[src/shared/preamble_pkg.sv]
package preamble_pkg;

    // ----------------------------------------------------------------
    // register map
    // ----------------------------------------------------------------
    localparam int          ADDR_W       = 12;
    localparam logic [11:0] CTRL_ADDR    = 12'h000;
    localparam logic [11:0] THRESH_ADDR  = 12'h004;
    localparam logic [11:0] PATTERN_ADDR = 12'h008;
    localparam logic [11:0] CUSTOM_ADDR  = 12'h00c;
    localparam logic [11:0] STATUS_ADDR  = 12'h010;
    localparam logic [11:0] ISTAT_ADDR   = 12'h014;
    localparam logic [11:0] IMASK_ADDR   = 12'h018;

    // ----------------------------------------------------------------
    // control fields
    // ----------------------------------------------------------------
    localparam int C_ENABLE  = 0;
    localparam int C_ARRIVAL = 1;
    localparam int C_CUSTOM  = 2;
    localparam int C_AFC     = 3;
    localparam int C_ASYNC   = 4;
    localparam int C_SKIP    = 5;
    localparam int C_SHARED  = 6;
    localparam int CTRL_W    = 7;

    // ----------------------------------------------------------------
    // interrupt and status fields
    // ----------------------------------------------------------------
    localparam int I_PREAMBLE = 0;
    localparam int I_ARRIVAL  = 1;
    localparam int I_RECONFIG = 2;
    localparam int INT_W      = 3;
    localparam int S_STATE    = 0;
    localparam int S_VALID    = 2;
    localparam int S_HOLD     = 3;
    localparam int S_RUN      = 4;

    // ----------------------------------------------------------------
    // reset values and counts
    // ----------------------------------------------------------------
    localparam logic [6:0]  THRESH_RST   = 7'h14;
    localparam logic [6:0]  CTRL_RST     = 7'h01;
    localparam logic [31:0] PATTERN_RST  = 32'haaaa_aaaa;
    localparam logic [4:0]  CUS_LEN_RST  = 5'h07;
    localparam int          RUN_W        = 7;
    localparam logic [6:0]  ARRIVAL_BITS = 7'h08;
    localparam logic [6:0]  ARR_AFC_BITS = 7'h10;
    localparam logic [6:0]  FE_MIN_RUN   = 7'h02;

    typedef enum logic [1:0] {ST_IDLE, ST_HUNT, ST_QUAL} st_e;

endpackage

[src/rtl/preamble_detector.sv]
`timescale 1ns/1ps
module preamble_detector
    import preamble_pkg::*;
(
    input  wire logic              pclk,
    input  wire logic              presetn,
    input  wire logic [ADDR_W-1:0] paddr,
    input  wire logic              psel,
    input  wire logic              penable,
    input  wire logic              pwrite,
    input  wire logic [31:0]       pwdata,
    output logic [31:0]            prdata,
    output logic                   pready,
    output logic                   pslverr,
    input  wire logic              rx_start,
    input  wire logic              rx_stop,
    input  wire logic              sync_done,
    input  wire logic              bit_valid,
    input  wire logic              bit_in,
    input  wire logic              jump_event,
    output logic                   preamble_valid,
    output logic                   sync_search_en,
    output logic                   afc_oneshot,
    output logic                   freq_est_en,
    output logic                   jump_det_hold,
    output logic                   irq
);

    // ----------------------------------------------------------------
    // registers and state
    // ----------------------------------------------------------------
    logic [CTRL_W-1:0] ctrl_r;
    logic [6:0]        thresh_r;
    logic [31:0]       pattern_r;
    logic [4:0]        cus_len_r;
    logic [INT_W-1:0]  istat_r;
    logic [INT_W-1:0]  imask_r;
    logic [INT_W-1:0]  int_set;
    st_e               st_r;
    st_e               st_nxt;
    logic [31:0]       shift_r;
    logic [5:0]        seen_r;
    logic              match_r;
    logic              armed_r;
    logic [RUN_W-1:0]  run;
    logic              last_bit;
    logic              run_clr;
    logic              wr_en;
    logic              std_hit;
    logic              cus_hit;
    logic              arr_hit;
    logic              detect;
    logic [6:0]        arr_need;

    assign wr_en = psel && penable && pwrite && pready;

    // ----------------------------------------------------------------
    // apb slave: one wait-free access phase, registered answer
    // ----------------------------------------------------------------
    function automatic logic mapped(input logic [ADDR_W-1:0] a);
        mapped = (a == CTRL_ADDR) || (a == THRESH_ADDR) || (a == PATTERN_ADDR) ||
                 (a == CUSTOM_ADDR) || (a == STATUS_ADDR) || (a == ISTAT_ADDR) ||
                 (a == IMASK_ADDR);
    endfunction

    always_ff @(posedge pclk or negedge presetn)
    begin
        if (!presetn)
        begin
            pready  <= 1'b0;
            pslverr <= 1'b0;
        end
        else
        begin
            pready  <= psel && !penable;
            pslverr <= psel && !penable && !mapped(paddr);
        end
    end

    always_ff @(posedge pclk or negedge presetn)
    begin
        if (!presetn)
            prdata <= '0;
        else if (psel && !penable && !pwrite)
        begin
            case (paddr)
                CTRL_ADDR:    prdata <= {25'h0, ctrl_r};
                THRESH_ADDR:  prdata <= {25'h0, thresh_r};
                PATTERN_ADDR: prdata <= pattern_r;
                CUSTOM_ADDR:  prdata <= {27'h0, cus_len_r};
                STATUS_ADDR:  prdata <= {21'h0, run, jump_det_hold, preamble_valid, st_r};
                ISTAT_ADDR:   prdata <= {29'h0, istat_r};
                IMASK_ADDR:   prdata <= {29'h0, imask_r};
                default:      prdata <= '0;
            endcase
        end
    end

    always_ff @(posedge pclk or negedge presetn)
    begin
        if (!presetn)
        begin
            ctrl_r    <= CTRL_RST;
            thresh_r  <= THRESH_RST;
            pattern_r <= PATTERN_RST;
            cus_len_r <= CUS_LEN_RST;
            imask_r   <= '0;
        end
        else if (wr_en)
        begin
            case (paddr)
                CTRL_ADDR:    ctrl_r    <= pwdata[CTRL_W-1:0];
                THRESH_ADDR:  thresh_r  <= pwdata[6:0];
                PATTERN_ADDR: pattern_r <= pwdata;
                CUSTOM_ADDR:  cus_len_r <= pwdata[4:0];
                IMASK_ADDR:   imask_r   <= pwdata[INT_W-1:0];
                default:      ;
            endcase
        end
    end

    // ----------------------------------------------------------------
    // interrupts: set wins over a same-cycle write-one clear
    // ----------------------------------------------------------------
    always_ff @(posedge pclk or negedge presetn)
    begin
        if (!presetn)
            istat_r <= '0;
        else if (wr_en && paddr == ISTAT_ADDR)
            istat_r <= (istat_r & ~pwdata[INT_W-1:0]) | int_set;
        else
            istat_r <= istat_r | int_set;
    end

    always_ff @(posedge pclk or negedge presetn)
    begin
        if (!presetn)
            irq <= 1'b0;
        else
            irq <= |(istat_r & imask_r);
    end

    // ----------------------------------------------------------------
    // detectors
    // ----------------------------------------------------------------
    // a jump while the host owns the jump detector must not re-arm arrival sensing
    assign run_clr = rx_start || (st_r == ST_HUNT && ctrl_r[C_ARRIVAL] && jump_event
                     && !armed_r && !jump_det_hold);

    alt_run_counter #(.W(RUN_W)) alt_run_counter_inst (
        .pclk      (pclk),
        .presetn   (presetn),
        .clr       (run_clr),
        .bit_valid (bit_valid),
        .bit_in    (bit_in),
        .run       (run),
        .last_bit  (last_bit)
    );

    assign arr_need = ctrl_r[C_AFC] ? ARR_AFC_BITS : ARRIVAL_BITS;
    assign std_hit  = !ctrl_r[C_CUSTOM] && (run >= thresh_r);
    assign cus_hit  = ctrl_r[C_CUSTOM] && match_r;
    assign arr_hit  = armed_r && (run >= arr_need);
    assign detect   = ctrl_r[C_ARRIVAL] ? arr_hit : (std_hit || cus_hit);

    always_ff @(posedge pclk or negedge presetn)
    begin
        if (!presetn)
            armed_r <= 1'b0;
        else if (st_r != ST_HUNT || !ctrl_r[C_ARRIVAL])
            armed_r <= 1'b0;
        else if (jump_event && !jump_det_hold)
            armed_r <= 1'b1;
    end

    // custom pattern: last len+1 bits must equal the pattern, no run threshold
    always_ff @(posedge pclk or negedge presetn)
    begin
        if (!presetn)
        begin
            shift_r <= '0;
            seen_r  <= '0;
            match_r <= 1'b0;
        end
        else if (rx_start)
        begin
            shift_r <= '0;
            seen_r  <= '0;
            match_r <= 1'b0;
        end
        else if (bit_valid)
        begin
            shift_r <= {shift_r[30:0], bit_in};
            seen_r  <= (seen_r[5]) ? seen_r : seen_r + 6'h01;
            match_r <= (seen_r >= {1'b0, cus_len_r}) &&
                       ((({shift_r[30:0], bit_in} ^ pattern_r) &
                         ~(32'hffff_fffe << cus_len_r)) == '0);
        end
    end

    // ----------------------------------------------------------------
    // receive sequencing
    // ----------------------------------------------------------------
    always_comb
    begin
        st_nxt = st_r;
        case (st_r)
            ST_IDLE:
                if (rx_start && ctrl_r[C_ENABLE])
                    st_nxt = ST_HUNT;
            ST_HUNT:
                if (!ctrl_r[C_ENABLE])
                    st_nxt = ST_IDLE;
                else if (ctrl_r[C_SKIP] || detect)
                    st_nxt = ST_QUAL;
            ST_QUAL:
                if (rx_start)
                    st_nxt = ST_HUNT;
                else if (sync_done || !ctrl_r[C_ENABLE])
                    st_nxt = ST_IDLE;
            default:
                st_nxt = ST_IDLE;
        endcase
        if (rx_stop)
            st_nxt = ST_IDLE;
    end

    always_ff @(posedge pclk or negedge presetn)
    begin
        if (!presetn)
            st_r <= ST_IDLE;
        else
            st_r <= st_nxt;
    end

    always_ff @(posedge pclk or negedge presetn)
    begin
        if (!presetn)
        begin
            preamble_valid <= 1'b0;
            sync_search_en <= 1'b0;
        end
        else
        begin
            preamble_valid <= (st_nxt == ST_QUAL) && !(st_r == ST_HUNT && ctrl_r[C_SKIP]
                              && !detect) && !(st_r == ST_QUAL && !preamble_valid);
            sync_search_en <= (st_nxt == ST_QUAL);
        end
    end

    assign int_set[I_PREAMBLE] = (st_r == ST_HUNT) && (st_nxt == ST_QUAL) && detect;
    assign int_set[I_ARRIVAL]  = int_set[I_PREAMBLE] && ctrl_r[C_ARRIVAL];
    assign int_set[I_RECONFIG] = int_set[I_ARRIVAL] && ctrl_r[C_SHARED];

    always_ff @(posedge pclk or negedge presetn)
    begin
        if (!presetn)
            afc_oneshot <= 1'b0;
        else
            afc_oneshot <= int_set[I_ARRIVAL] && ctrl_r[C_AFC];
    end

    // jump detector stays with collision sensing until software rewrites control
    always_ff @(posedge pclk or negedge presetn)
    begin
        if (!presetn)
            jump_det_hold <= 1'b0;
        else if (int_set[I_RECONFIG])
            jump_det_hold <= 1'b1;
        else if (wr_en && paddr == CTRL_ADDR)
            jump_det_hold <= 1'b0;
    end

    // sync demodulator estimator only has a usable input once alternation is seen
    always_ff @(posedge pclk or negedge presetn)
    begin
        if (!presetn)
            freq_est_en <= 1'b0;
        else
            freq_est_en <= ctrl_r[C_ASYNC] || (run >= FE_MIN_RUN);
    end
endmodule

[src/rtl/alt_run_counter.sv]
`timescale 1ns/1ps
module alt_run_counter
    import preamble_pkg::*;
#(
    parameter int W = RUN_W
)
(
    input  wire logic         pclk,
    input  wire logic         presetn,
    input  wire logic         clr,
    input  wire logic         bit_valid,
    input  wire logic         bit_in,
    output logic [W-1:0]      run,
    output logic              last_bit
);

    // ----------------------------------------------------------------
    // consecutive alternating bit run, saturating
    // ----------------------------------------------------------------
    logic [W-1:0] run_nxt;

    always_comb
    begin
        run_nxt = run;
        if (clr)
            run_nxt = '0;
        else if (bit_valid)
        begin
            if (run == '0)
                run_nxt = {{(W-1){1'b0}}, 1'b1};
            else if (bit_in != last_bit)
                run_nxt = (&run) ? run : run + {{(W-1){1'b0}}, 1'b1};
            else
                run_nxt = {{(W-1){1'b0}}, 1'b1};
        end
    end

    always_ff @(posedge pclk or negedge presetn)
    begin
        if (!presetn)
            run <= '0;
        else
            run <= run_nxt;
    end

    always_ff @(posedge pclk or negedge presetn)
    begin
        if (!presetn)
            last_bit <= 1'b0;
        else if (bit_valid && !clr)
            last_bit <= bit_in;
    end

endmodule

[config.mk]
export PLATFORM = sky130hd
export DESIGN_NAME = preamble_detector
export DESIGN_NICKNAME = d
export VERILOG_FILES = /design/src/shared/preamble_pkg.sv /design/src/rtl/preamble_detector.sv /design/src/rtl/alt_run_counter.sv
export SDC_FILE = /design/constraint.sdc
export NUM_CORES = 1
export LEC_CHECK = 0
export ABC_AREA = 1
export BUFFER_PORTS_ARGS = -buffer_cell sky130_fd_sc_hd__buf_2
export CAP_MARGIN = 10
export CORE_UTILIZATION = 25
export DETAILED_ROUTE_END_ITERATION = 10
export MAX_ROUTING_LAYER = met4
export PLACE_DENSITY_LB_ADDON = 0.2
export SKIP_LAST_GASP = 1
export SYNTH_ARGS = -nofsm -noshare
export SYNTH_HDL_FRONTEND = slang
export SYNTH_HIERARCHICAL = 1
export SYNTH_SLANG_ARGS = --single-unit
[constraint.sdc]
create_clock -name pclk -period 2.31 [get_ports pclk]
set_clock_uncertainty 0.05 [all_clocks]
set_input_delay 0 -clock pclk [delete_from_list [all_inputs] [get_ports pclk]]
set_output_delay 0 -clock pclk [all_outputs]
set_load 0.02 [all_outputs]
==> results of run 1 <==
## final cells by class
type / instances / area share, %
sequential: 146 / 38.7
timing repair buffer: 153 / 11.2
multi-input combinational: 567 / 33.7
tap: 384 / 5.05
inverter: 122 / 4.81
clock inverter: 14 / 1.93
clock buffer: 18 / 4.61
## how the worst max path moves through the flow
| stage | startpoint | endpoint | slack (ns) | cells after the start |
|---|---|---|---|---|
| 2_1_floorplan | thresh_r[4] | istat_r[0] | 0.55 | 14 |
| 3_3_place_gp | thresh_r[2] | jump_det_hold | 0.38 | 12 |
| 3_5_place_dp | alt_run_counter_inst/run[3] | istat_r[2] | 0.38 | 10 |
| 4_1_cts | thresh_r[4] | st_r[0] | 0.04 | 12 |
| 5_1_grt | alt_run_counter_inst/run[4] | st_r[0] | 0.005 | 11 |
| 6_report | alt_run_counter_inst/run[4] | st_r[0] | 0.12 | 11 |
## cell families (layout without fill, tap and decap cells)
family / after synthesis / count (layout) / synth area share [%]
mux: 25 / 25 / 5.04
fa+ha+maj: 17 / 17 / 2.86
buf+inv: 146 / 307 / 7.92
xor+xnor: 34 / 34 / 4.00
simple gates: 335 / 335 / 19.0
compound gates: 156 / 156 / 11.7
flops: 146 / 146 / 49.5
## state kept, by name, summed over array words and instances (netlist names), 2 cells and up
| register | cells |
|---|---|
| alt_run_counter_inst/run | 7 |
| pattern_r | 32 |
| shift_r | 31 |
| istat_r | 3 |
| ctrl_r | 7 |
| imask_r | 3 |
| seen_r | 6 |
| st_r | 2 |
| cus_len_r | 5 |
| prdata | 32 |
| thresh_r | 7 |
## cells in the final DEF, fill, tap and decap left out, types with 4 or more instances in the layout
cell type      Yosys  final
dfrtp_1          124    122
xnor2_1           12     12
inv_2              6      7
nor3_1             8      7
mux2_4            25     25
inv_8              0      6
nand2_2            4      5
buf_2              6     93
ha_1              17     15
o21ai_0           58     58
clkbuf_16          0     17
nand4_1            4      4
xor2_1            22     22
dfstp_2           22     22
buf_4              1     12
nand3_1           28     27
nand2_1          223    222
nor2_1            53     53
inv_1            115    115
o22ai_1           36     36
dlygate4sd3_1      0     44
a21oi_1           15     15
o21ai_1           30     30
## metrics by stage
stage / worst slack, ns / instances / power (W) / utilization (%)
after floorplan: 0.549 / 859 / 0.00273 / -
after global placement: 0.376 / 1328 / 0.00291 / 29.0
after detailed placement: 0.382 / 1328 / 0.00291 / 29.0
after CTS: 0.0419 / 1404 / 0.00596 / 32.7
after global routing: 0.00496 / 1404 / 0.00609 / 32.8
final: 0.122 / 1404 / 0.00587 / 32.8
## where the power goes
| group | leakage (nW) | total, W | internal [W] | switching (W) |
|---|---|---|---|---|
| sequential | 1.94 | 0.00258 | 0.00257 | 0.00000984 |
| clock | 0.310 | 0.00297 | 0.00169 | 0.00128 |
| combinational | 2.46 | 0.000329 | 0.000130 | 0.000198 |
## synthesized netlist by cell type (8+ instances only)
master | count | area, um^2
a21oi_1 | 15 | 75.1
mux2_4 | 25 | 375
nand3_1 | 28 | 140
o22ai_1 | 36 | 225
o21ai_1 | 30 | 150
dfstp_2 | 22 | 578
o21ai_0 | 58 | 290
xor2_1 | 22 | 193
clkbuf_1 | 13 | 48.8
dfrtp_1 | 124 | 3100
nor2_1 | 53 | 199
ha_1 | 17 | 213
xnor2_1 | 12 | 105
nor3_1 | 8 | 40.0
nand2_1 | 223 | 837
inv_1 | 115 | 432
## routing by layer
metal / share of wire, % / GRT usage [%] / up-vias / wire [um]
li1: - / - / 3083 / -
met5: 0 / - / - / 0
met1: 52 / 21.3 / 2911 / 10900
met4: 1.2 / 3.88 / 0 / 264
met3: 3.1 / 2.67 / 16 / 653
met2: 44 / 21.5 / 115 / 9330
## what timing repair did
| action | CTS | global route |
|---|---|---|
| endpoints found under the setup margin | 0 | 2 |
| gates resized for setup | 0 | 7 |
| hold buffers | 44 | 0 |
| hold endpoints to repair | 208 | 0 |
==> flow_metrics.tcl, run 1 <==
set metrics [dict create \
    fin_nets 1079 \
    drtIter0Drc 312 \
    die_w_um 175 \
    core-area_um2 29000 \
    critical-path-top-delay-family "buffers and inverters" \
    cp.arrival_ns 2.50 \
    insertion_delay_ns 0.43 \
    ant_nets 0 \
    vias 6125 \
    drv_slew 0 \
    synth.distinct_cells 42 \
    grt_antenna_before_repair 0 \
    cts_buffers 17 \
    crit-reg2reg-launch "alt_run_counter_inst/run[4]" \
    multi_input_area_um2 3210 \
    io_buffers 94 \
    path_class "flop to flop" \
    track_usage_pct 14.9 \
    ctsRootBufferMaster "clkbuf_16" \
    hold_viol 0 \
    p_leak_nw 4.71 \
    drc 0 \
    min_period_ns 2.19 \
    synth_fp_nets 931 \
    r2r_setup_slack_ns 0.12 \
    hp-class "primary input to asynchronous set/reset pin" \
    worst_slew_pin_slew_ns 0.643 \
    cap_violations 0 \
    gp_congestion 0.859 \
    slowest_delay_ns 0.54 \
    finalSetupViolCount 0 \
    worst_ep_required_time_ns 2.62 \
    overflow 0 \
    dpl.hpwl_um 15800 \
    boundaryPins 95 \
    r2r-end "st_r[0]" \
    setup.worst_path.end_class "flop" \
    status "completed" \
    ys_warn_count 6 \
    viasPerCell 4.36 \
    synth_edf_count 0 \
    rr_worst_depth 11 \
    h-tree-depth 4 \
    layout.filler_cells 3093 \
    placed_cell_area_um2 8420 \
    peakVddDrop_v 0.000489 \
    dr.pass1.iters 6 \
    seqCellArea_um2 3680 \
    path_buf_inv 3 \
    dieHeight_um 175 \
    wl_per_cell_um 15.1 \
    cp_cell_sequence "ha_1 > inv_1 > o21bai_1 > nor2_1 > nand2_1 > nand2_1 > nand3_2 > o22ai_1 > inv_1 > nor2_1 > dlygate4sd3_1" \
    relSlewSlack_pct 57.0 \
    antennaDiodeCount 0 \
    startpoint_type "flop" \
    core.rowCount 62 \
    ys_seq_area_share_pct 49.5 \
    cts.reportedPaths.clkPinSlew_ns 0.07 \
    syn_to_final_growth_pct 27.9 \
    holdWs_ns 0.0164 \
    final_cell_area_um2 9520 \
    clock-sinks 146 \
    initial_core_util_pct 25.6 \
    synth.ff_latch_count 146 \
    grt_pass1_vias 6009 \
    slowest_stage "dlygate4sd3_1" \
    routed_wl_um 21100 \
    fmax_ghz 0.457 \
    drive_gt1_share_pct 21.3 \
    fin_crit_sh_pct 94.7 \
    cts_tree "done" \
    synthCells 859 \
    netlist_area_um2 7440 \
    tns_ns 0 \
    grt_max_degree 53 \
    grt_first_pass_wirelength_um 33800 \
    synth-async-reset-ratio_pct 100 \
    rsz0062_at_grt "no" \
    synth_ff_type "dfrtp_1" \
    path_max_fanout 10 \
    post_cts_buffers 0 \
    dieArea_um2 30500 \
    p_per_area_nw_per_um2 617 \
    cts.path.max_buffers 2 \
    syn_area_per_cell_um2 8.66 \
]
(Power assumes the default switching activity.)
==> inputs of run 2 (changes only) <==
Settings changed: CORE_UTILIZATION 25 to 47.
Clock period 2.31 ns to 2.2 ns, I/O delays scaled along.
==> flow_metrics.tcl, run 2 (synthesis gave the netlist of run 1 again) <==
set metrics [dict create \
    slowest_delay_ns 0.53 \
    grt_first_pass_wirelength_um 31000 \
    relSlewSlack_pct 58.4 \
    layout.filler_cells 1334 \
    cp_cell_sequence "inv_1 > ha_1 > nand2_1 > inv_1 > nand2_1 > nand2_1 > nand2_1 > nand2_1 > nand2_1 > nand3_1 > nand2_1 > nand2_1 > nand4_1 > o21bai_1" \
    path_class "flop to flop" \
    routed_wl_um 19000 \
    rr_worst_depth 14 \
    fin_nets 1074 \
    vias 6170 \
    cts_resized 0 \
    antennaDiodeCount 0 \
    tns_ns 0 \
    crit_top_cell "nand2_1" \
    drtIter0Drc 392 \
    failed_checks "hold timing" \
    cts_tree "done" \
    io_buffers 94 \
    grt_pass1_vias 5917 \
    cts.path.max_buffers 2 \
    hold_viol 1 \
    core-area_um2 15300 \
    wl_per_cell_um 15.5 \
    gp_congestion 0.945 \
    insertion_delay_ns 0.43 \
    peakVddDrop_v 0.000520 \
    startpoint_type "flop" \
    fin_crit_sh_pct 88.7 \
    critical_path.startpoint "thresh_r[2]" \
    grt_antenna_before_repair 0 \
    cap_violations 0 \
    seqCellArea_um2 3680 \
    fmax_ghz 0.513 \
    crit-reg2reg-launch "thresh_r[2]" \
    worst_slew_pin_slew_ns 0.624 \
    finalSetupViolCount 0 \
    top_regs "pattern_r (32), prdata (32), shift_r (31)" \
    min_period_ns 1.95 \
    viasPerCell 5.03 \
    cts_hold_buf 42 \
    dieHeight_um 128 \
    track_usage_pct 25.6 \
    utilization_pct 59.8 \
    endpoint "jump_det_hold" \
    clock-sinks 146 \
    multi_input_area_um2 3180 \
    layout_common_cells "nand2_1, dfrtp_1, inv_1, buf_2, o21ai_0" \
    worst_ep_required_time_ns 2.50 \
    p_per_area_nw_per_um2 643 \
    ctsRootBufferMaster "clkbuf_16" \
    ant_nets 0 \
    core.rowCount 45 \
    final_common_cell "nand2_1" \
    hp-class "primary input to asynchronous set/reset pin" \
    p_leak_nw 4.65 \
    status "finished with violations" \
    path_max_fanout 4 \
    initial_core_util_pct 48.6 \
    boundaryPins 95 \
    drv_slew 0 \
    overflow 0 \
    r2r_setup_slack_ns 0.25 \
    dr.pass1.iters 5 \
    setup.worst_path.end_class "flop" \
    grt_max_degree 61 \
    syn_to_final_growth_pct 23.2 \
    cts_buffers 17 \
    dieArea_um2 16300 \
    post_cts_buffers 0 \
    dpl.hpwl_um 13600 \
    holdWs_ns -0.000641 \
    rsz0062_at_grt "no" \
    h-tree-depth 4 \
    cts.reportedPaths.clkPinSlew_ns 0.06 \
    r2r-end "jump_det_hold" \
    cp.arrival_ns 2.25 \
    die_w_um 128 \
    slowest_stage "dfstp_2" \
    drc 0 \
    drive_gt1_share_pct 20.4 \
]
-- run 2: cell count changes in the layout (fill, tap and decap cells not counted), moves of 2 or more --
cell,delta
buf_12,-2
clkbuf_8,+2
clkinv_4,+2
dfrtp_1,+2
dfrtp_2,-2
dlygate4sd3_1,-2
ha_1,+2
ha_4,-2
inv_8,-5
-- run 2: area by class of cell --
class,instances,share of cell area [%]
clock buffers,20,5.09
multi-input cells,567,34.6
repair buffers,148,10.9
clock inverters,12,1.31
flip-flops and latches,146,40.2
well taps,211,2.88
inverters,122,5.00
-- run 2: worst min path at each step --
| stage | startpoint | to | slack (ns) | cells after the start |
|---|---|---|---|---|
| 4_1_cts | presetn | prdata[2] | 0.01 | 2 |
| 6_report | presetn | prdata[2] | -0.0006 | 2 |
| 3_5_place_dp | presetn | prdata[2] | -0.11 | 1 |
| 3_3_place_gp | presetn | prdata[2] | -0.11 | 1 |
| 2_1_floorplan | presetn | afc_oneshot | -0.35 | 0 |
| 5_1_grt | presetn | prdata[2] | 0.05 | 2 |
-- run 2: critical path, delay by kind of cell (launching register included) --
family / cells / cell delay [ns]
AOI/OAI and AO/OA: 1 / 0.18
and+or+nand+nor: 10 / 0.73
DFF: 1 / 0.53
buffers and inverters: 2 / 0.09
adders and majority gates: 1 / 0.29
-- run 2: routing by layer --
layer	global-route usage, %	routed length (um)	vias up
met2	36.8	8310	188
met5	-	0	-
met4	8.37	297	0
li1	-	-	3066
met3	4.51	1060	22
met1	36.6	9300	2894
-- run 2: power by group --
| group | internal, W | switching, W |
|---|---|---|
| clock network | 0.00167 | 0.00118 |
| registers | 0.00270 | 0.0000106 |
| logic | 0.000134 | 0.000199 |
| total | 0.00450 | 0.00139 |
-- run 2: per-stage QoR --
stage,hold WS (ns),total power [W],worst slack (ns),area (um^2),std cells
after floorplan,-0.346,0.00287,0.439,7440,859
after global routing,0.0507,0.00608,0.0167,9170,1226
after global placement,-0.107,0.00304,0.319,8160,1152
final,-0.000641,0.00589,0.249,9170,1226
after CTS,0.0143,0.00594,0.261,9170,1226
after detailed placement,-0.113,0.00304,0.270,8160,1152
